--- src/pkg/rsc_pkg.sv ---
// Constants, types and reset values of the reset sequence controller.
// Assumes the CPU clock is REF_CLK, so one clock cycle equals two half periods.
// Contract
// Reset low, powerdown pin low: asynchronous reset.
// Async exit: restart, capture config, idle strobes.
// Every reset exit fetches from address zero.
// Reset low, powerdown high, 4 half-periods: synchronous.
// Sync entry: I/O high impedance, reset output low.
// Within 12 half-periods abort holds and bus.
// Pull-down only if bidir bit set; reset clears it.
// After 16 half-periods run 1024 half-period sequence.
// Sample 8 half-periods later: short, or long too.
// Long reset makes config bits 15:13 transparent.
// Bidir short pulse: hold input low until sequence end.
// Transparency ends 3-4 half-periods after input high.
// Hold until input high, then flash init.
// Reset input low enables powerdown pin pull-down.
// Powerdown low during sync reset: asynchronous, completes.
// Software reset completes regardless of powerdown pin.
// Powerdown influence qualified by filtered reset input.
// Software reset instruction starts a short-like sequence.
// Software reset: capture bits 12:8, set 7:2.
// Software bidir drive only while powerdown pin high.
// Too-short escaped pulse resets only the flash.
// Board holds reset input low beyond 500 ns.
// External boot: release 3-8 half-periods after input.
// Reset output low until end-of-init instruction.
// Classification flags readable until next reset.
package rsc_pkg;
	localparam int CLK_PERIOD_NS = 10;
	localparam int TCL_NS        = CLK_PERIOD_NS / 2;
	localparam int MIN_LOW_TCL   = 4;
	localparam int WIN_TCL       = 12;
	localparam int SEQ_TCL       = 1024;
	localparam int SMP_TCL       = 8;
	localparam int REL_TCL       = 3;
	localparam int CNT_MIN_LOW   = (MIN_LOW_TCL * TCL_NS + CLK_PERIOD_NS - 1) / CLK_PERIOD_NS;
	localparam int CNT_WIN       = (WIN_TCL * TCL_NS) / CLK_PERIOD_NS;
	localparam int CNT_SEQ       = (SEQ_TCL * TCL_NS) / CLK_PERIOD_NS;
	localparam int CNT_SMP       = (SMP_TCL * TCL_NS) / CLK_PERIOD_NS;
	localparam int CNT_REL       = (REL_TCL * TCL_NS + CLK_PERIOD_NS - 1) / CLK_PERIOD_NS;
	localparam int CNT_W         = 10;
	localparam int LOW_W         = 4;
	localparam int CFG_W         = 16;
	localparam int ADDR_W        = 24;
	localparam int SYSTEM_CONFIG_REGISTER_W      = 16;
	localparam int SYSTEM_CONFIG_REGISTER_BIDIR_BIT = 3;
	localparam int CFG_CLK_HI    = 15;
	localparam int CFG_CLK_LO    = 13;
	localparam int CFG_SW_HI     = 12;
	localparam int CFG_SW_LO     = 8;
	localparam int CFG_ONE_HI    = 7;
	localparam int CFG_ONE_LO    = 2;
	localparam logic [15:0] CFG_RESET    = 16'hFFFF;
	localparam logic [5:0]  CFG_SW_ONES  = 6'h3F;
	localparam logic [23:0] RESET_VECTOR = 24'h00_0000;

	typedef enum logic [2:0] {
		ST_RUN   = 3'b000,
		ST_WIN   = 3'b001,
		ST_SEQ   = 3'b010,
		ST_SMP   = 3'b011,
		ST_HOLD  = 3'b100,
		ST_REL   = 3'b101,
		ST_FLASH = 3'b110,
		ST_ASYNC = 3'b111
	} rsc_state_t;

	typedef struct packed {
		rsc_state_t              st;
		logic [CNT_W-1:0]        cnt;
		logic [ADDR_W-1:0]       fetch;
		logic                    sw;
		logic                    bidir_en;
		logic                    bidir_act;
		logic                    rst_out_n;
		logic                    pd_oe;
		logic                    rpd_pd;
		logic                    io_hz;
		logic                    abort;
		logic                    strobe_idle;
		logic                    cpu_run;
		logic                    short_f;
		logic                    long_f;
		logic                    sw_f;
		logic                    async_f;
		logic                    flash_rst;
		logic                    cap_full;
		logic                    cap_sw;
		logic                    transp;
	} rsc_ctl_t;

	localparam rsc_ctl_t RSC_CTL_RST = '{
		st: ST_ASYNC, fetch: RESET_VECTOR, io_hz: 1'b1, abort: 1'b1,
		strobe_idle: 1'b1, async_f: 1'b1, default: '0};
endpackage : rsc_pkg

--- src/pkg/rsc_seq_if.sv ---
// Signals between the reset controller and its timer and configuration latch.
// Assumes one clock domain; the controller drives all control strobes.
`timescale 1ns/1ns
interface rsc_seq_if;
	logic                      rst_low;
	logic                      qual;
	logic                      glitch;
	logic                      cap_full;
	logic                      cap_sw;
	logic                      transp;
	logic [rsc_pkg::CFG_W-1:0] port_in;
	logic [rsc_pkg::CFG_W-1:0] cfg;

	modport tmr (input rst_low, output qual, output glitch);
	modport cfgl (input cap_full, input cap_sw, input transp, input port_in, output cfg);
	modport ctl (output rst_low, output cap_full, output cap_sw, output transp,
		output port_in, input qual, input glitch, input cfg);
endinterface : rsc_seq_if

--- src/rtl/rsc_cfg_latch.sv ---
// Holds the system configuration captured from the configuration port.
// Assumes capture strobes are single-cycle pulses from the controller.
`timescale 1ns/1ns
module rsc_cfg_latch
	import rsc_pkg::*;
#(
	parameter int W = CFG_W
) (
	input wire logic clk,
	input wire logic rst_n,
	rsc_seq_if.cfgl  sif
);
	typedef struct packed {
		logic [W-1:0] cfg;
	} rsc_cfg_t;

	rsc_cfg_t q;
	rsc_cfg_t d;

	if (W != CFG_W) begin : g_bad_param
		$error("rsc_cfg_latch: width must match the configuration port");
	end

	always_comb begin
		d = q;
		if (sif.cap_full) begin
			d.cfg = sif.port_in;
		end else if (sif.cap_sw) begin
			d.cfg[CFG_SW_HI:CFG_SW_LO] = sif.port_in[CFG_SW_HI:CFG_SW_LO];
			d.cfg[CFG_ONE_HI:CFG_ONE_LO] = CFG_SW_ONES;
		end
		if (sif.transp) begin
			d.cfg[CFG_CLK_HI:CFG_CLK_LO] = sif.port_in[CFG_CLK_HI:CFG_CLK_LO];
		end
	end

	always_ff @(posedge clk) begin
		if (!rst_n) begin
			q.cfg <= CFG_RESET;
		end else begin
			q <= d;
		end
	end

	assign sif.cfg = q.cfg;
endmodule : rsc_cfg_latch

--- src/rtl/rsc_low_timer.sv ---
// Qualifies the filtered reset input low time and flags too-short pulses.
// Assumes the filtered reset input is synchronous to clk.
`timescale 1ns/1ns
module rsc_low_timer
	import rsc_pkg::*;
#(
	parameter int MIN = CNT_MIN_LOW,
	parameter int W   = LOW_W
) (
	input wire logic clk,
	input wire logic rst_n,
	rsc_seq_if.tmr   sif
);
	typedef struct packed {
		logic [W-1:0] cnt;
		logic         qual;
		logic         glitch;
	} rsc_tmr_t;

	rsc_tmr_t q;
	rsc_tmr_t d;

	if (MIN < 1 || MIN >= 2 ** W) begin : g_bad_param
		$error("rsc_low_timer: MIN does not fit the counter");
	end

	always_comb begin
		d = q;
		d.glitch = 1'b0;
		if (sif.rst_low) begin
			if (q.cnt < W'(MIN)) begin
				d.cnt = q.cnt + 1'b1;
			end
		end else begin
			d.glitch = (q.cnt != '0) && (q.cnt < W'(MIN));
			d.cnt = '0;
		end
		d.qual = sif.rst_low && (d.cnt >= W'(MIN));
	end

	always_ff @(posedge clk) begin
		if (!rst_n) begin
			q <= '0;
		end else begin
			q <= d;
		end
	end

	assign sif.qual   = q.qual;
	assign sif.glitch = q.glitch;
endmodule : rsc_low_timer

--- src/rtl/rsc_reset_ctrl.sv ---
// Reset sequence controller: classifies, times and exits every kind of reset.
// Assumes all inputs are synchronous to REF_CLK and the reset input is already filtered.
`timescale 1ns/1ns
module rsc_reset_ctrl
	import rsc_pkg::*;
#(
	parameter int SEQ_CYCLES = CNT_SEQ,
	parameter int WIN_CYCLES = CNT_WIN
) (
	input  wire logic                REF_CLK,
	input  wire logic                RST_N,
	input  wire logic                FILTERED_RESET_IN_N,
	input  wire logic                RESET_POWERDOWN_PIN,
	input  wire logic                EXTERNAL_ACCESS_SELECT,
	input  wire logic                FLASH_INIT_DONE,
	input  wire logic                SOFTWARE_RESET_INSTRUCTION,
	input  wire logic                END_OF_INIT_INSTRUCTION,
	input  wire logic                SYSTEM_CONFIG_REGISTER_WR,
	input  wire logic [SYSTEM_CONFIG_REGISTER_W-1:0] SYSTEM_CONFIG_REGISTER_WDATA,
	input  wire logic [CFG_W-1:0]    CONFIG_PORT,
	output logic                     RESET_OUT_N,
	output logic                     RESET_IN_N_O,
	output logic                     RESET_IN_N_OE,
	output logic                     RPD_PULLDOWN_EN,
	output logic                     IO_HIGHZ,
	output logic                     BUS_ABORT,
	output logic                     STROBES_IDLE,
	output logic                     CPU_RUN,
	output logic [ADDR_W-1:0]        FETCH_ADDR,
	output logic                     FLASH_RESET,
	output logic                     BIDIR_RESET_ENABLE,
	output logic [CFG_W-1:0]         CONFIG_LATCHED,
	output logic                     CONFIG_CLK_TRANSPARENT,
	output logic                     SHORT_RESET_FLAG,
	output logic                     LONG_RESET_FLAG,
	output logic                     SW_RESET_FLAG,
	output logic                     ASYNC_RESET_FLAG
);
	localparam logic [CNT_W-1:0] WIN_LAST = CNT_W'(WIN_CYCLES - 1);
	localparam logic [CNT_W-1:0] SEQ_LAST = CNT_W'(SEQ_CYCLES - 1);
	localparam logic [CNT_W-1:0] SMP_LAST = CNT_W'(CNT_SMP - 1);
	localparam logic [CNT_W-1:0] REL_LAST = CNT_W'(CNT_REL - 1);

	if (SEQ_CYCLES < 2 || SEQ_CYCLES > 2 ** CNT_W
		|| WIN_CYCLES < 1 || WIN_CYCLES > 2 ** CNT_W) begin : g_bad_param
		$error("rsc_reset_ctrl: sequence counts do not fit the counter");
	end

	rsc_ctl_t s_q;
	rsc_ctl_t s_d;
	logic     rst_low;
	logic     async_hit;

	rsc_seq_if sif ();

	rsc_low_timer #(
		.MIN (CNT_MIN_LOW),
		.W   (LOW_W)
	) u_low_timer (
		.clk   (REF_CLK),
		.rst_n (RST_N),
		.sif   (sif.tmr)
	);

	rsc_cfg_latch #(
		.W (CFG_W)
	) u_cfg_latch (
		.clk   (REF_CLK),
		.rst_n (RST_N),
		.sif   (sif.cfgl)
	);

	assign rst_low      = ~FILTERED_RESET_IN_N;
	assign sif.rst_low  = rst_low;
	assign sif.port_in  = CONFIG_PORT;
	assign sif.cap_full = s_q.cap_full;
	assign sif.cap_sw   = s_q.cap_sw;
	assign sif.transp   = s_q.transp;

	// A software sequence is immune to the powerdown pin; a running asynchronous one stays.
	assign async_hit = rst_low && !RESET_POWERDOWN_PIN && !s_q.sw
		&& s_q.st != ST_ASYNC;

	// Common entry into any reset sequence.
	function automatic rsc_ctl_t enter_f(input rsc_ctl_t s, input rsc_state_t st,
		input logic sw);
		rsc_ctl_t r;
		r = s;
		r.st          = st;
		r.cnt         = '0;
		r.sw          = sw;
		r.bidir_act   = s.bidir_en;
		r.bidir_en    = 1'b0;
		r.pd_oe       = (st == ST_WIN) && s.bidir_en;
		r.rst_out_n   = 1'b0;
		r.io_hz       = 1'b1;
		r.abort       = 1'b1;
		r.strobe_idle = 1'b1;
		r.cpu_run     = 1'b0;
		r.transp      = 1'b0;
		r.short_f     = 1'b0;
		r.long_f      = 1'b0;
		r.sw_f        = 1'b0;
		r.async_f     = (st == ST_ASYNC);
		return r;
	endfunction : enter_f

	always_comb begin
		s_d = s_q;
		s_d.flash_rst = 1'b0;
		s_d.cap_full  = 1'b0;
		s_d.cap_sw    = 1'b0;
		s_d.rpd_pd    = rst_low | s_q.pd_oe;
		if (SYSTEM_CONFIG_REGISTER_WR && s_q.cpu_run && !s_q.rst_out_n) begin
			s_d.bidir_en = SYSTEM_CONFIG_REGISTER_WDATA[SYSTEM_CONFIG_REGISTER_BIDIR_BIT];
		end
		if (END_OF_INIT_INSTRUCTION && s_q.cpu_run) begin
			s_d.rst_out_n = 1'b1;
		end
		case (s_q.st)
			ST_RUN: begin
				s_d.flash_rst = sif.glitch;
				if (sif.qual) begin
					s_d = enter_f(s_d, ST_WIN, 1'b0);
				end else if (SOFTWARE_RESET_INSTRUCTION) begin
					s_d = enter_f(s_d, ST_SEQ, 1'b1);
					s_d.pd_oe = s_q.bidir_en & RESET_POWERDOWN_PIN;
				end
			end
			ST_WIN: begin
				s_d.cnt = s_q.cnt + 1'b1;
				if (s_q.cnt == WIN_LAST) begin
					s_d.st  = ST_SEQ;
					s_d.cnt = '0;
				end
			end
			ST_SEQ: begin
				if (s_q.sw && !RESET_POWERDOWN_PIN) begin
					s_d.pd_oe = 1'b0;
				end
				s_d.cnt = s_q.cnt + 1'b1;
				if (s_q.cnt == SEQ_LAST) begin
					s_d.st    = ST_SMP;
					s_d.cnt   = '0;
					s_d.pd_oe = 1'b0;
				end
			end
			ST_SMP: begin
				s_d.cnt = s_q.cnt + 1'b1;
				if (s_q.cnt == SMP_LAST) begin
					s_d.cnt = '0;
					if (rst_low) begin
						s_d.sw      = 1'b0;
						s_d.short_f = 1'b1;
						s_d.long_f  = 1'b1;
						s_d.transp  = 1'b1;
						s_d.st      = ST_HOLD;
					end else begin
						s_d.short_f = !s_q.sw;
						s_d.sw_f    = s_q.sw;
						s_d.st      = ST_REL;
					end
				end
			end
			ST_HOLD: begin
				if (!rst_low) begin
					s_d.st  = ST_REL;
					s_d.cnt = CNT_W'(1);
				end
			end
			ST_REL: begin
				s_d.cnt = s_q.cnt + 1'b1;
				if (s_q.cnt >= REL_LAST) begin
					s_d.transp = 1'b0;
					s_d.st     = ST_FLASH;
				end
			end
			ST_FLASH: begin
				if (!EXTERNAL_ACCESS_SELECT || FLASH_INIT_DONE) begin
					s_d.st          = ST_RUN;
					s_d.cpu_run     = 1'b1;
					s_d.io_hz       = 1'b0;
					s_d.abort       = 1'b0;
					s_d.strobe_idle = 1'b0;
					s_d.fetch       = RESET_VECTOR;
					s_d.cap_full    = !s_q.sw;
					s_d.cap_sw      = s_q.sw;
					s_d.sw          = 1'b0;
				end
			end
			ST_ASYNC: begin
				s_d.pd_oe = 1'b0;
				if (!rst_low) begin
					s_d.st  = ST_REL;
					s_d.cnt = CNT_W'(1);
				end
			end
			default: begin
				s_d = RSC_CTL_RST;
			end
		endcase
		if (async_hit) begin
			s_d = enter_f(s_d, ST_ASYNC, 1'b0);
		end
	end

	always_ff @(posedge REF_CLK) begin
		if (!RST_N) begin
			s_q <= RSC_CTL_RST;
		end else begin
			s_q <= s_d;
		end
	end

	assign RESET_OUT_N            = s_q.rst_out_n;
	assign RESET_IN_N_O           = 1'b0;
	assign RESET_IN_N_OE          = s_q.pd_oe;
	assign RPD_PULLDOWN_EN        = s_q.rpd_pd;
	assign IO_HIGHZ               = s_q.io_hz;
	assign BUS_ABORT              = s_q.abort;
	assign STROBES_IDLE           = s_q.strobe_idle;
	assign CPU_RUN                = s_q.cpu_run;
	assign FETCH_ADDR             = s_q.fetch;
	assign FLASH_RESET            = s_q.flash_rst;
	assign BIDIR_RESET_ENABLE     = s_q.bidir_en;
	assign CONFIG_LATCHED         = sif.cfg;
	assign CONFIG_CLK_TRANSPARENT = s_q.transp;
	assign SHORT_RESET_FLAG       = s_q.short_f;
	assign LONG_RESET_FLAG        = s_q.long_f;
	assign SW_RESET_FLAG          = s_q.sw_f;
	assign ASYNC_RESET_FLAG       = s_q.async_f;

	// Cycles spent in the internal sequence, read only by the checks below.
	logic [CNT_W:0] seq_len_q;

	always_ff @(posedge REF_CLK) begin
		if (!RST_N || s_q.st != ST_SEQ) begin
			seq_len_q <= '0;
		end else begin
			seq_len_q <= seq_len_q + 1'b1;
		end
	end
endmodule : rsc_reset_ctrl

--- config.mk ---
export PLATFORM = sky130hd
export DESIGN_NAME = rsc_reset_ctrl
export DESIGN_NICKNAME = d
export VERILOG_FILES = /design/src/pkg/rsc_pkg.sv /design/src/pkg/rsc_seq_if.sv /design/src/rtl/rsc_cfg_latch.sv /design/src/rtl/rsc_low_timer.sv /design/src/rtl/rsc_reset_ctrl.sv
export SDC_FILE = /design/constraint.sdc
export NUM_CORES = 1
export LEC_CHECK = 0
export BUFFER_PORTS_ARGS = -buffer_cell sky130_fd_sc_hd__buf_2
export CAP_MARGIN = 5
export CORE_ASPECT_RATIO = 1.75
export CORE_MARGIN = 5
export CORE_UTILIZATION = 45
export CTS_BUF_LIST = sky130_fd_sc_hd__clkbuf_16
export DETAILED_ROUTE_END_ITERATION = 10
export PLACE_DENSITY_LB_ADDON = 0.12
export SLEW_MARGIN = 20
export SYNTH_ARGS = -nofsm -noshare
export SYNTH_HDL_FRONTEND = slang
export SYNTH_SLANG_ARGS = --single-unit
--- constraint.sdc ---
create_clock -name REF_CLK -period 5.45 [get_ports REF_CLK]
set_input_delay 1.09 -clock REF_CLK [delete_from_list [all_inputs] [get_ports REF_CLK]]
set_output_delay 1.09 -clock REF_CLK [all_outputs]
set_load 0.01 [all_outputs]
**Yosys cells after proc, flatten, opt, wreduce, memory -nomap -nowiden**

Index checks and enable logic that the tools add are counted.
W data, S select, Z words.

- Logic and storage cells: 136
- Flip-flop bits (word level): 76
- Output and inout port bits: 55
- Input port bits: 41

- Order comparisons: 3
- Equal/unequal tests: 21
- Reductions and logical operators: 38
- Add/subtract/negate cells: 2
- Muxes and demuxes: 42
- Bitwise operators: 4

Operators with widths:

| operator | number |
|---|---|
| $mux W55 | 2 |
| $pmux W10 S6 | 1 |
| $mux W13 | 4 |
| $pmux W24 S2 | 1 |
| $mux W25 | 1 |
| $mux W11 | 2 |
| $pmux W3 S7 | 1 |
| $mux W3 | 6 |
| $mux W1 | 14 |
| $ne A2 B2 Y1 const B | 7 |
| $eq A3 B3 Y1 const B | 4 |
| $mux W4 | 3 |
| $reduce_and A3 Y1 | 4 |
| $add A10 B1 Y10 const B | 1 |
| $eq A10 B2 Y1 const B | 1 |
| $eq A10 B3 Y1 const B | 1 |
| $eq A10 B9 Y1 const B | 1 |
| $ge A10 B1 Y1 const B | 1 |
| $reduce_and A5 Y1 | 2 |
| $reduce_bool A2 Y1 | 5 |
| $logic_and A1 B1 Y1 | 9 |
| $pmux W1 S3 | 3 |
| $reduce_bool A3 Y1 | 3 |
| $pmux W4 S2 | 1 |
| 23 further kinds | 32 |

**Logic depth before layout (Yosys ltp)**

Gate-level depths: netlist of run 1.

- Depth after elaboration: 6
- Gate-level depth with buffers: 7

**Cells and area by module**

A second synthesis of run 1 with hierarchy kept.

- Cells, all modules: 321
- Area total of the unflattened synthesis: 2,696.3 µm²

Modules (own cells, without submodules):

| module | area each (µm²) | cells each | times used |
|---|---|---|---|
| rsc_reset_ctrl | 1,826.8 | 229 | 1 |
| rsc_cfg_latch | 631.9 | 67 | 1 |
| rsc_low_timer | 237.7 | 25 | 1 |

**Least setup slack after synthesis of run 1**

OpenSTA, ideal clock, no wires.

- Path type: in2reg
- From: input port FILTERED_RESET_IN_N
- To: register s_q (netlist bit CPU_RUN)
- Setup slack: 3,200 ps
- Buffers on the path: 2
- Stages: 4
- Arrival time: 2,122 ps
- Data required time: 5,321 ps
- Path through: buf_2 o41ai_2 clkbuf_1 nor2_1

- Word-level cells in the longest chain between the ends: 5

RTL lines:

| item | line | source |
|---|---|---|
| start: declaration | rsc_reset_ctrl.sv:12 | `input wire logic FILTERED_RESET_IN_N,` |
| $not A1 Y1 | rsc_reset_ctrl.sv:73 | `assign rst_low = ~FILTERED_RESET_IN_N;` |
| $logic_and A1 B1 Y1 (2 in a row) | rsc_reset_ctrl.sv:81 | `assign async_hit = rst_low && !RESET_POWERDOWN_PIN && !s_q.sw` |
| $logic_and A1 B1 Y1 | rsc_reset_ctrl.sv:82 | `&& s_q.st != ST_ASYNC;` |
| $reduce_or A2 Y1 (no source line) | - |  |
| end signal: assignment | rsc_reset_ctrl.sv:209 | `s_q <= RSC_CTL_RST;` |
| end signal: assignment | rsc_reset_ctrl.sv:211 | `s_q <= s_d;` |
| end: declaration | rsc_reset_ctrl.sv:49 | `rsc_ctl_t s_q;` |

Every way passes these cells.
A chain may end at the register's enable or synchronous reset.

**Final worst setup path of run 1**

- From: input port FILTERED_RESET_IN_N
- To: register s_q (netlist bit CONFIG_CLK_TRANSPARENT)

- Word-level cells in the longest chain between the ends: 5
- Elaborated cells on any way between the ends: 7
- Classes of those cells: 1 x eq/ne; 1 x bitwise; 5 x reduce/logical

RTL lines:

| item | line |
|---|---|
| $not A1 Y1 | rsc_reset_ctrl.sv:73 |
| $logic_and A1 B1 Y1 (2 in a row) | rsc_reset_ctrl.sv:81 |
| $logic_and A1 B1 Y1 | rsc_reset_ctrl.sv:82 |
| $reduce_or A2 Y1 (no source line) | - |

Parallel ways exist; a longest one is shown, timed or not.

==> results of run 1 <==
kinds of logic after synthesis:
kind of cell,count (synthesis),share of synthesized area
compound gates,69,0.173
xor+xnor,6,0.0192
fa+ha+maj,5,0.0229
buf+inv,50,0.110
flops,50,0.366
mux,4,0.0147
other cells,1,0.00137
simple gates,149,0.293
cell type report:
type | instances | area, um2 | share of cell area
inverters | 9 | 33.8 | 0.0110
clock buffers | 5 | 125 | 0.0406
multi-input cells | 258 | 1530 | 0.497
flip-flops and latches | 50 | 1000 | 0.325
repair buffers | 55 | 275 | 0.0894
clock inverters | 2 | 15.0 | 0.00488
well taps | 78 | 97.6 | 0.0317
stage by stage:
stage,hold slack (ps),instances,instance area [um2],util,setup slack (ps)
floorplan,437,358,2820,-,3200
CTS,457,457,3080,0.524,3090
global route,476,457,3080,0.524,2970
finish,447,457,3080,0.524,3130
global placement,432,450,2940,0.500,2780
detailed placement,446,450,2940,0.500,2790
cell usage after synthesis (all sizes together), types with 3 or more instances:
cell type / instances
nor2b: 15
xor2: 5
nand4: 3
nand2: 38
ha: 5
o41ai: 3
nor2: 32
and3: 6
nand3b: 4
o21ai: 20
clkbuf: 9
dfxtp: 50
buf: 32
and2: 5
nor3: 12
inv: 9
mux2i: 4
nand3: 15
o22ai: 6
a41oi: 3
a21oi: 17
nor3b: 3
routing by layer:
metal	track usage	wire, um	vias up
met2	0.316	3580	90
li1	-	-	1213
met3	0.0298	439	14
met4	0.0599	172	0
met5	0	0	-
met1	0.187	2550	1116
registers in the layout, summed over array words and instances, names as in the netlist:
name	cells
BIDIR_RESET_ENABLE	1
LONG_RESET_FLAG	1
RPD_PULLDOWN_EN	1
SHORT_RESET_FLAG	1
FLASH_RESET	1
u_cfg_latch.sif.cfg	16
RESET_OUT_N	1
RESET_IN_N_OE	1
sif.cap_full	1
SW_RESET_FLAG	1
CONFIG_CLK_TRANSPARENT	1
s_q	14
u_low_timer.sif.qual	1
u_low_timer.sif.glitch	1
sif.cap_sw	1
CPU_RUN	1
IO_HIGHZ	1
u_low_timer.q	4
ASYNC_RESET_FLAG	1
critical path, delay by kind of cell:
family,cells,cell delay (ps)
AOI/OAI and AO/OA,2,1110
buffers and inverters,1,180
and+or+nand+nor,1,120
power breakdown:
group / internal (uW) / switching [uW] / total [uW]
sequential: 408 / 80.5 / 488
combinational: 164 / 226 / 390
clock: 167 / 134 / 301
total: 739 / 441 / 1180
worst min path at each step:
stage	slack [ps]	end	cells past startpoint
after floorplan	440	FLASH_RESET	1
after global placement	430	ASYNC_RESET_FLAG	2
after detailed placement	450	ASYNC_RESET_FLAG	2
after CTS	460	ASYNC_RESET_FLAG	2
after global routing	480	ASYNC_RESET_FLAG	2
final	450	ASYNC_RESET_FLAG	2
==> impl_results.md, run 1 <==
- Max Cap Viol: 0
- Number of flops mapped to enable cells by yosys: 0
- Seq/Total Area, Yosys: 0.366
- Largest net degree at the start of global routing: 26
- Post-DP HPWL: 5210 um
- CP max-delay cell: o41ai_4
- Pins over their slew limit: 0
- Rows: 37
- Worst EP required: 5630 ps
- Layout Nets: 425
- Critical path startpoint category: input pin
- Power density over cell area: 383 mW/mm2
- Worst reg2reg startpoint: s_q[54]
- Full die area: 0.00779 mm2
- Status: finished, final reports clean
- Cells on worst reg2reg path: 5
- R2r setup slk: 3160 ps
- DRC: 0
- RSZ-0062 raised after global routing: false
- Clk sink count: 50
- H-tree depth: 2
- Final ANT Viol Nets: 0
- Crit path capture: CONFIG_CLK_TRANSPARENT
- Syn-to-layout area delta: 12.7%
- Vias per cell: 5.32
- Final Cycle Share: 0.425
- First-pass DRT Iterations: 4
- Placer Congestion: 0.854
- Share of layout cells above drive strength 1: 0.198
- Initial Util: 0.465
- Most common cell after layout, fill and taps aside: buf_2
- Power consumption: 1180 uW
- Critical R2R Capture: s_q[53]
- Warnings from Yosys: 0
- Worst setup path startpoint: FILTERED_RESET_IN_N
- CTS tree: built
- Total grt overflow: 0
- Cts hold-fix bufs: 0
- CP peak stage delay: 880 ps
- Global-route wire length before repair: 10500 um
- Peak VDD IR: 0.166 mV
- Worst Hold Launch: ASYNC_RESET_FLAG
- Initial DRC count: 112
- Setup-failing EPs final: 0
- Clock Pin Slew Worst Setup and Hold Paths: 60 ps
- Distinct cells, synth: 62
- Routed via count: 2433
- Synth area leader: dfxtp_1
- Total global-route track usage: 0.171
- Most frequent cells in the layout: buf_2 (55), dfxtp_1 (50), nand2_1 (35)
- Tmin final: 2320 ps
- Asr flop ratio synth: 0
- CP Capture Type: register
- Worst Tran Pin Value: 939 ps
- Mean area per synthesized cell: 8.18 um2
- Die X: 68.9 um
- Count of mapped cells out of synthesis: 334
- PostCTS Resize Cnt: 0
- Top Ports: 96
- Main area contributors after synthesis: dfxtp_1 (37%), buf_4 (7.4%), nand2_1 (4.8%)
- CTS root buf: clkbuf_16
- Clock Skew: 6.95 ps
- Worst Path Arrival: 2500 ps
- Synthesis-stage register bit count: 50
- Vias in the first global route: 2228
- Post-Route WL: 6740 um
- Final Hold Fails: 0
- Synth Flop Type: dfxtp_1
- Worst slew margin: 0.372
- I/O Buffers: 55
- Antenna cells: 0
- Setup TNS: 0 ps
- Max clock buf depth: 2
- CP Cell Sequence: buf_2 > o41ai_4 > nor2_1 > a32o_1
- Hold Path Class: register to register
- Initial antenna violation count: 0
- Chip height: 113 um
- Crit Path Class: input pin to register
- Post-synth top area share: 0.366
- Total CTS buffers: 5
- Post-CTS setup buffer count: 0
- Max Freq: 431 MHz
- FILL cells: 612
- Worst-Skew Late Latency: 290 ps
- Synth Cell Area: 0.00273 mm2
- Wire per inst: 14.8 um
- Core Area: 0.00588 mm2
- Pleak: 0.00128 uW
- Largest fanout on the critical path: 15
Note: power is estimated with default switching activity, not from simulation.
==> run 2: changes to the inputs <==
==> constraint.sdc (replaced) <==
create_clock -name REF_CLK -period 2.1 [get_ports REF_CLK]
set_input_delay 0.42 -clock REF_CLK [delete_from_list [all_inputs] [get_ports REF_CLK]]
set_output_delay 0.42 -clock REF_CLK [all_outputs]
set_load 0.01 [all_outputs]
==> run 2 against run 1 <==
Combinational power increased to 3.1 times the previous value. Non-clock buffer count increased by 14. Power increased to 2.8 times the previous value. Setup slack got worse by 3000 ps. Flip-flop and latch count unchanged. Register-to-register slack got worse by 3000 ps. Die area unchanged. Largest cell class unchanged. Largest power group is now combinational logic.
==> impl_results.md, run 2 (synthesized netlist as in run 1, its figures left out) <==
- CP max-delay cell: dfxtp_1
- Clock Pin Slew Worst Setup and Hold Paths: 70 ps
- Critical path startpoint category: register
- I/O Buffers: 55
- Pins over their slew limit: 0
- Final Hold Fails: 0
- Die X: 68.9 um
- Power density over cell area: 1030 mW/mm2
- CTS root buf: clkbuf_16
- Total global-route track usage: 0.177
- Reg power frac: 0.357
- Post-Route WL: 6700 um
- Wire per inst: 14.2 um
- Status: finished, final reports clean
- Worst reg2reg startpoint: s_q[42]
- Worst-Skew Late Latency: 290 ps
- Most frequent cells in the layout: buf_2 (55), dfxtp_1 (50), nand2_1 (35)
- Initial Util: 0.465
- CP Capture Type: register
- Combinational share of power: 0.366
- Rows: 37
- Placer Congestion: 0.852
- Tmin final: 1950 ps
- WHS Path Cells: 3
- Worst Tran Pin Value: 576 ps
- CP peak stage delay: 400 ps
- CP Cell Sequence: ha_1 > and3_1 > nand3_1 > o221a_4 > nor4b_1 > o21ai_1
- Hold Path Class: input pin to register
- Cells on worst reg2reg path: 6
- Routed via count: 2486
- Clk sink count: 50
- R2r setup slk: 150 ps
- Global-route wire length before repair: 10800 um
- Max clock buf depth: 2
- Initial antenna violation count: 0
- Final ANT Viol Nets: 0
- Clock Skew: 4.32 ps
- Top Ports: 96
- H-tree depth: 2
- Top reg by flops: u_cfg_latch.sif.cfg
- RSZ-0062 raised after global routing: false
- Multi-input logic area: 0.00154 mm2
- Largest net degree at the start of global routing: 25
- Peak VDD IR: 0.585 mV
- Worst Hold Launch: CONFIG_PORT[12]
- Final Cycle Share: 0.927
- Initial DRC count: 142
- Total CTS buffers: 5
- FILL cells: 592
- Post-DP HPWL: 5320 um
- Max reg flops: 16
- Max Cap Viol: 0
- Setup-failing EPs final: 0
- Syn-to-layout area delta: 17.7%
- DRC: 0
- Largest fanout on the critical path: 8
- Pleak: 0.00137 uW
- Crit Path Class: register to register
- Sw Pwr: 1170 uW
- Worst Path Arrival: 2100 ps
- Power Internal: 2140 uW
- Full die area: 0.00779 mm2
- Total grt overflow: 0
- Vias per cell: 5.27
- First-pass DRT Iterations: 4
- Worst EP required: 2250 ps
- Clock share of power: 0.277
- Sequential Area: 0.00100 mm2
- Sw Ratio: 0.353
- Critical R2R Capture: s_q[53]
- Worst slew margin: 0.615
- CTS tree: built
- Most common cell after layout, fill and taps aside: buf_2
- Post-CTS setup buffer count: 0
- Antenna cells: 0
- Chip height: 113 um
- Share of layout cells above drive strength 1: 0.231
- Hold Crit Endpoint: u_cfg_latch.sif.cfg[12]
- Core Area: 0.00588 mm2
- Vias in the first global route: 2327
- Setup TNS: 0 ps
- Biggest regs: u_cfg_latch.sif.cfg x16, s_q x14, u_low_timer.q x4
- Layout Nets: 439
- Max Freq: 514 MHz
- Worst hold slack: 336 ps
run 2: cell count changes in the layout (fill, tap and decap cells not counted):
cell,before,now
o41ai_2,0,1
a2111oi_2,0,1
bufinv_16,0,1
clkinvlp_4,2,0
a2111oi_0,1,0
clkinv_2,0,1
o41ai_4,1,0
buf_4,0,14
o221a_2,1,0
inv_6,0,1
o221a_4,0,1
run 2: layout make-up:
class                   count  share of cell area
clock inverters             3              0.0136
flip-flops and latches     50               0.311
well taps                  78              0.0303
multi-input cells         258               0.477
clock buffers               5              0.0389
repair buffers             69               0.118
inverters                   9              0.0105
run 2: metrics by stage:
step	total power (uW)	instance area (um2)	util	instances	setup slack [ps]
3_5_place_dp	2400	3030	0.516	464	153
2_1_floorplan	2070	2820	-	358	336
4_1_cts	3330	3200	0.545	472	127
5_1_grt	3530	3220	0.547	472	12.6
6_report	3300	3220	0.547	472	153
3_3_place_gp	2390	3030	0.516	464	149
run 2: critical path: cells and delay by family, from the launching register on:
| family | cells | cell delay (ps) |
|---|---|---|
| compound gates | 2 | 450 |
| simple gates | 3 | 730 |
| fa+ha+maj | 1 | 220 |
| flops | 1 | 400 |
run 2: how the worst max path moves through the flow:
stage	to	slack, ps	from	depth (start not counted)
final	s_q[53]	150	s_q[42]	6
after CTS	RESET_IN_N_OE	130	s_q[42]	7
after detailed placement	s_q[53]	150	s_q[42]	6
after floorplan	s_q[53]	340	s_q[42]	6
after global placement	s_q[53]	150	s_q[42]	6
after global routing	s_q[53]	10	s_q[42]	6
run 2: repair_timing:
| item | CTS | global route |
|---|---|---|
| endpoints found under the setup margin | 0 | 1 |
| resized for setup | 0 | 3 |
| endpoints found under the hold margin | 0 | 0 |
| hold buffers | 0 | 0 |
run 2: power groups by stage:
stage	registers, uW	clock network [uW]	logic [uW]
2_1_floorplan	1180	0	884
3_5_place_dp	1200	0	1200
5_1_grt	1200	986	1340
4_1_cts	1180	944	1210
6_report	1180	913	1210
3_3_place_gp	1200	0	1190
run 2: layer usage:
metal,global-route usage,vias up,routed length (um)
met2,0.310,76,3560
met3,0.0298,24,455
li1,-,1238,-
met1,0.195,1148,2430
met5,0,-,0
met4,0.0911,0,257
==> run 3: changes to the inputs <==
--- a/config.mk
+++ b/config.mk
@@ -13,6 +13,7 @@
 export CTS_BUF_LIST = sky130_fd_sc_hd__clkbuf_16
 export DETAILED_ROUTE_END_ITERATION = 10
 export PLACE_DENSITY_LB_ADDON = 0.12
+export REMOVE_ABC_BUFFERS = 1
 export SLEW_MARGIN = 20
 export SYNTH_ARGS = -nofsm -noshare
 export SYNTH_HDL_FRONTEND = slang
==> run 3 against run 2 <==
Via count decreased by 2.0%. Largest cell class unchanged. Non-clock buffer count increased by 1. Sequential power about the same. First-iteration DRC count decreased by 37%. Maximum frequency increased by 1.3%. Critical path depth decreased by 1. Power decreased by 4.5%. Highest routed layer unchanged.
==> impl_results.md, run 3 (synthesized netlist as in run 1, its figures left out) <==
- Global-route wire length before repair: 10800 um
- Biggest regs: u_cfg_latch.sif.cfg x16, s_q x14, u_low_timer.q x4
- Post-CTS setup buffer count: 0
- H-tree depth: 2
- Worst slew margin: 0.611
- CP Buf/Inv Count: 0
- Sw Pwr: 1150 uW
- Max reg flops: 16
- Vias per cell: 5.15
- Peak VDD IR: 0.502 mV
- Full die area: 0.00779 mm2
- Sw Ratio: 0.366
- Most common cell after layout, fill and taps aside: buf_2
- Clock Pin Slew Worst Setup and Hold Paths: 70 ps
- Worst reg2reg startpoint: s_q[48]
- Max Cap Viol: 0
- CP Cell Sequence: nor4_4 > nand2_2 > o31a_1 > o31ai_4 > nor2_1
- Hold Path Class: input pin to register
- Share of layout cells above drive strength 1: 0.238
- Cts hold-fix bufs: 0
- Final Cycle Share: 0.915
- Post-DP HPWL: 5340 um
- WHS Path Cells: 3
- Crit Path Class: register to register
- Top reg by flops: u_cfg_latch.sif.cfg
- Rows: 37
- Power Internal: 2000 uW
- Critical path startpoint category: register
- Antenna cells: 0
- Top Ports: 96
- Power consumption: 3150 uW
- Total CTS buffers: 5
- Final ANT Viol Nets: 0
- Die X: 68.9 um
- Post-Route WL: 6840 um
- Design Area, Final: 0.00319 mm2
- Layout Nets: 440
- CTS tree: built
- Total global-route track usage: 0.179
- Vias in the first global route: 2331
- Clock Skew: 6.39 ps
- Worst EP required: 2270 ps
- Initial DRC count: 89
- Chip height: 113 um
- I/O Buffers: 55
- Total grt overflow: 0
- Syn-to-layout area delta: 16.9%
- Hold Crit Endpoint: u_cfg_latch.sif.cfg[8]
- Dpl ws: 161 ps
- Initial Util: 0.465
- Sequential Area: 0.00100 mm2
- Clock share of power: 0.250
- Largest fanout on the critical path: 7
- Placer Congestion: 0.894
- CP Capture Type: register
- First-pass DRT Iterations: 4
- Clk sink count: 50
- Pins over their slew limit: 0
- # placed instances: 465
- CP peak stage delay: 440 ps
- DRC: 0
- CP max-delay cell: nor4_4
- Multi-input logic area: 0.00153 mm2
- Final std cells w/o fill: 473
- Worst Tran Pin Value: 583 ps
- FILL cells: 598
- Final Hold Fails: 0
- Setup-failing EPs final: 0
- Max Freq: 520 MHz
- Max clock buf depth: 2
- Placed Instance Area: 0.00304 mm2
- Routed via count: 2436
- R2r setup slk: 180 ps
- Crit-path leading delay family: compound AO/OA/AOI/OAI gates
- Worst Path Arrival: 2090 ps
- Final WS setup: 178 ps
- Power density over cell area: 987 mW/mm2
- Largest net degree at the start of global routing: 25
- Pleak: 0.00136 uW
- Setup TNS: 0 ps
- RSZ-0062 raised after global routing: false
- Core Area: 0.00588 mm2
- Combinational share of power: 0.378
- Critical R2R Capture: s_q[47]
- CTS root buf: clkbuf_16
- Worst-Skew Late Latency: 280 ps
- Initial antenna violation count: 0
- Cells on worst reg2reg path: 5
- Tmin final: 1920 ps
- Status: finished, final reports clean
- Worst Hold Launch: CONFIG_PORT[8]
- Wire per inst: 14.5 um
- Reg power frac: 0.373
- Most frequent cells in the layout: buf_2 (55), dfxtp_1 (49), nand2_1 (35)
-- run 3: cell types whose count changed in the layout (fill, tap and decap cells not counted), sizes merged --
cell,change
buf,+1
bufinv,-1
clkinv,+1
clkinvlp,+1
inv,-1
-- run 3: worst max-delay path by stage --
stage	cells after the start	startpoint	slack, ps	to
finish	5	s_q[48]	180	s_q[47]
detailed placement	6	s_q[42]	160	s_q[53]
CTS	6	s_q[42]	160	s_q[53]
floorplan	4	s_q[54]	170	CONFIG_CLK_TRANSPARENT
global route	5	s_q[48]	60	s_q[49]
global placement	6	s_q[42]	200	SHORT_RESET_FLAG
-- run 3: repair_timing --
item | in CTS | in global routing
setup endpoints to repair | 0 | 4
endpoints found under the hold margin | 0 | 0
gates resized for setup | 0 | 4
-- run 3: area by class of cell --
cell class	instances	share of cell area
Multi-Input combinational cell	258	0.478
Sequential cell	50	0.314
Timing Repair Buffer	70	0.121
Clock buffer	5	0.0392
Tap cell	78	0.0306
Inverter	9	0.0106
Clock inverter	3	0.00666
-- run 3: tightest hold or removal path, delay by kind of cell --
family                 cells  cell delay, ps
buffers and inverters      1              70
AND/OR/NAND/NOR            2             100
-- run 3: metrics by stage --
step	utilization	hold slack, ps
4_1_cts	0.542	338
6_report	0.543	338
3_3_place_gp	0.517	432
3_5_place_dp	0.517	435
2_1_floorplan	-	437
5_1_grt	0.543	353
-- run 3: per-layer routing --
metal	part of all wire	global-route usage	vias to the layer above	wire length, um
li1	-	-	1242	-
met1	0.37	0.196	1105	2510
met4	0.019	0.0664	0	132
met2	0.55	0.325	77	3740
met3	0.067	0.0338	12	461
met5	0	0	-	0
-- run 3: power groups by stage --
stage	Clock [uW]	Sequential [uW]	Combinational, uW
finish	788	1180	1190
global route	854	1190	1320
CTS	813	1170	1190
detailed placement	0	1200	1180
global placement	0	1190	1180
floorplan	0	1270	703
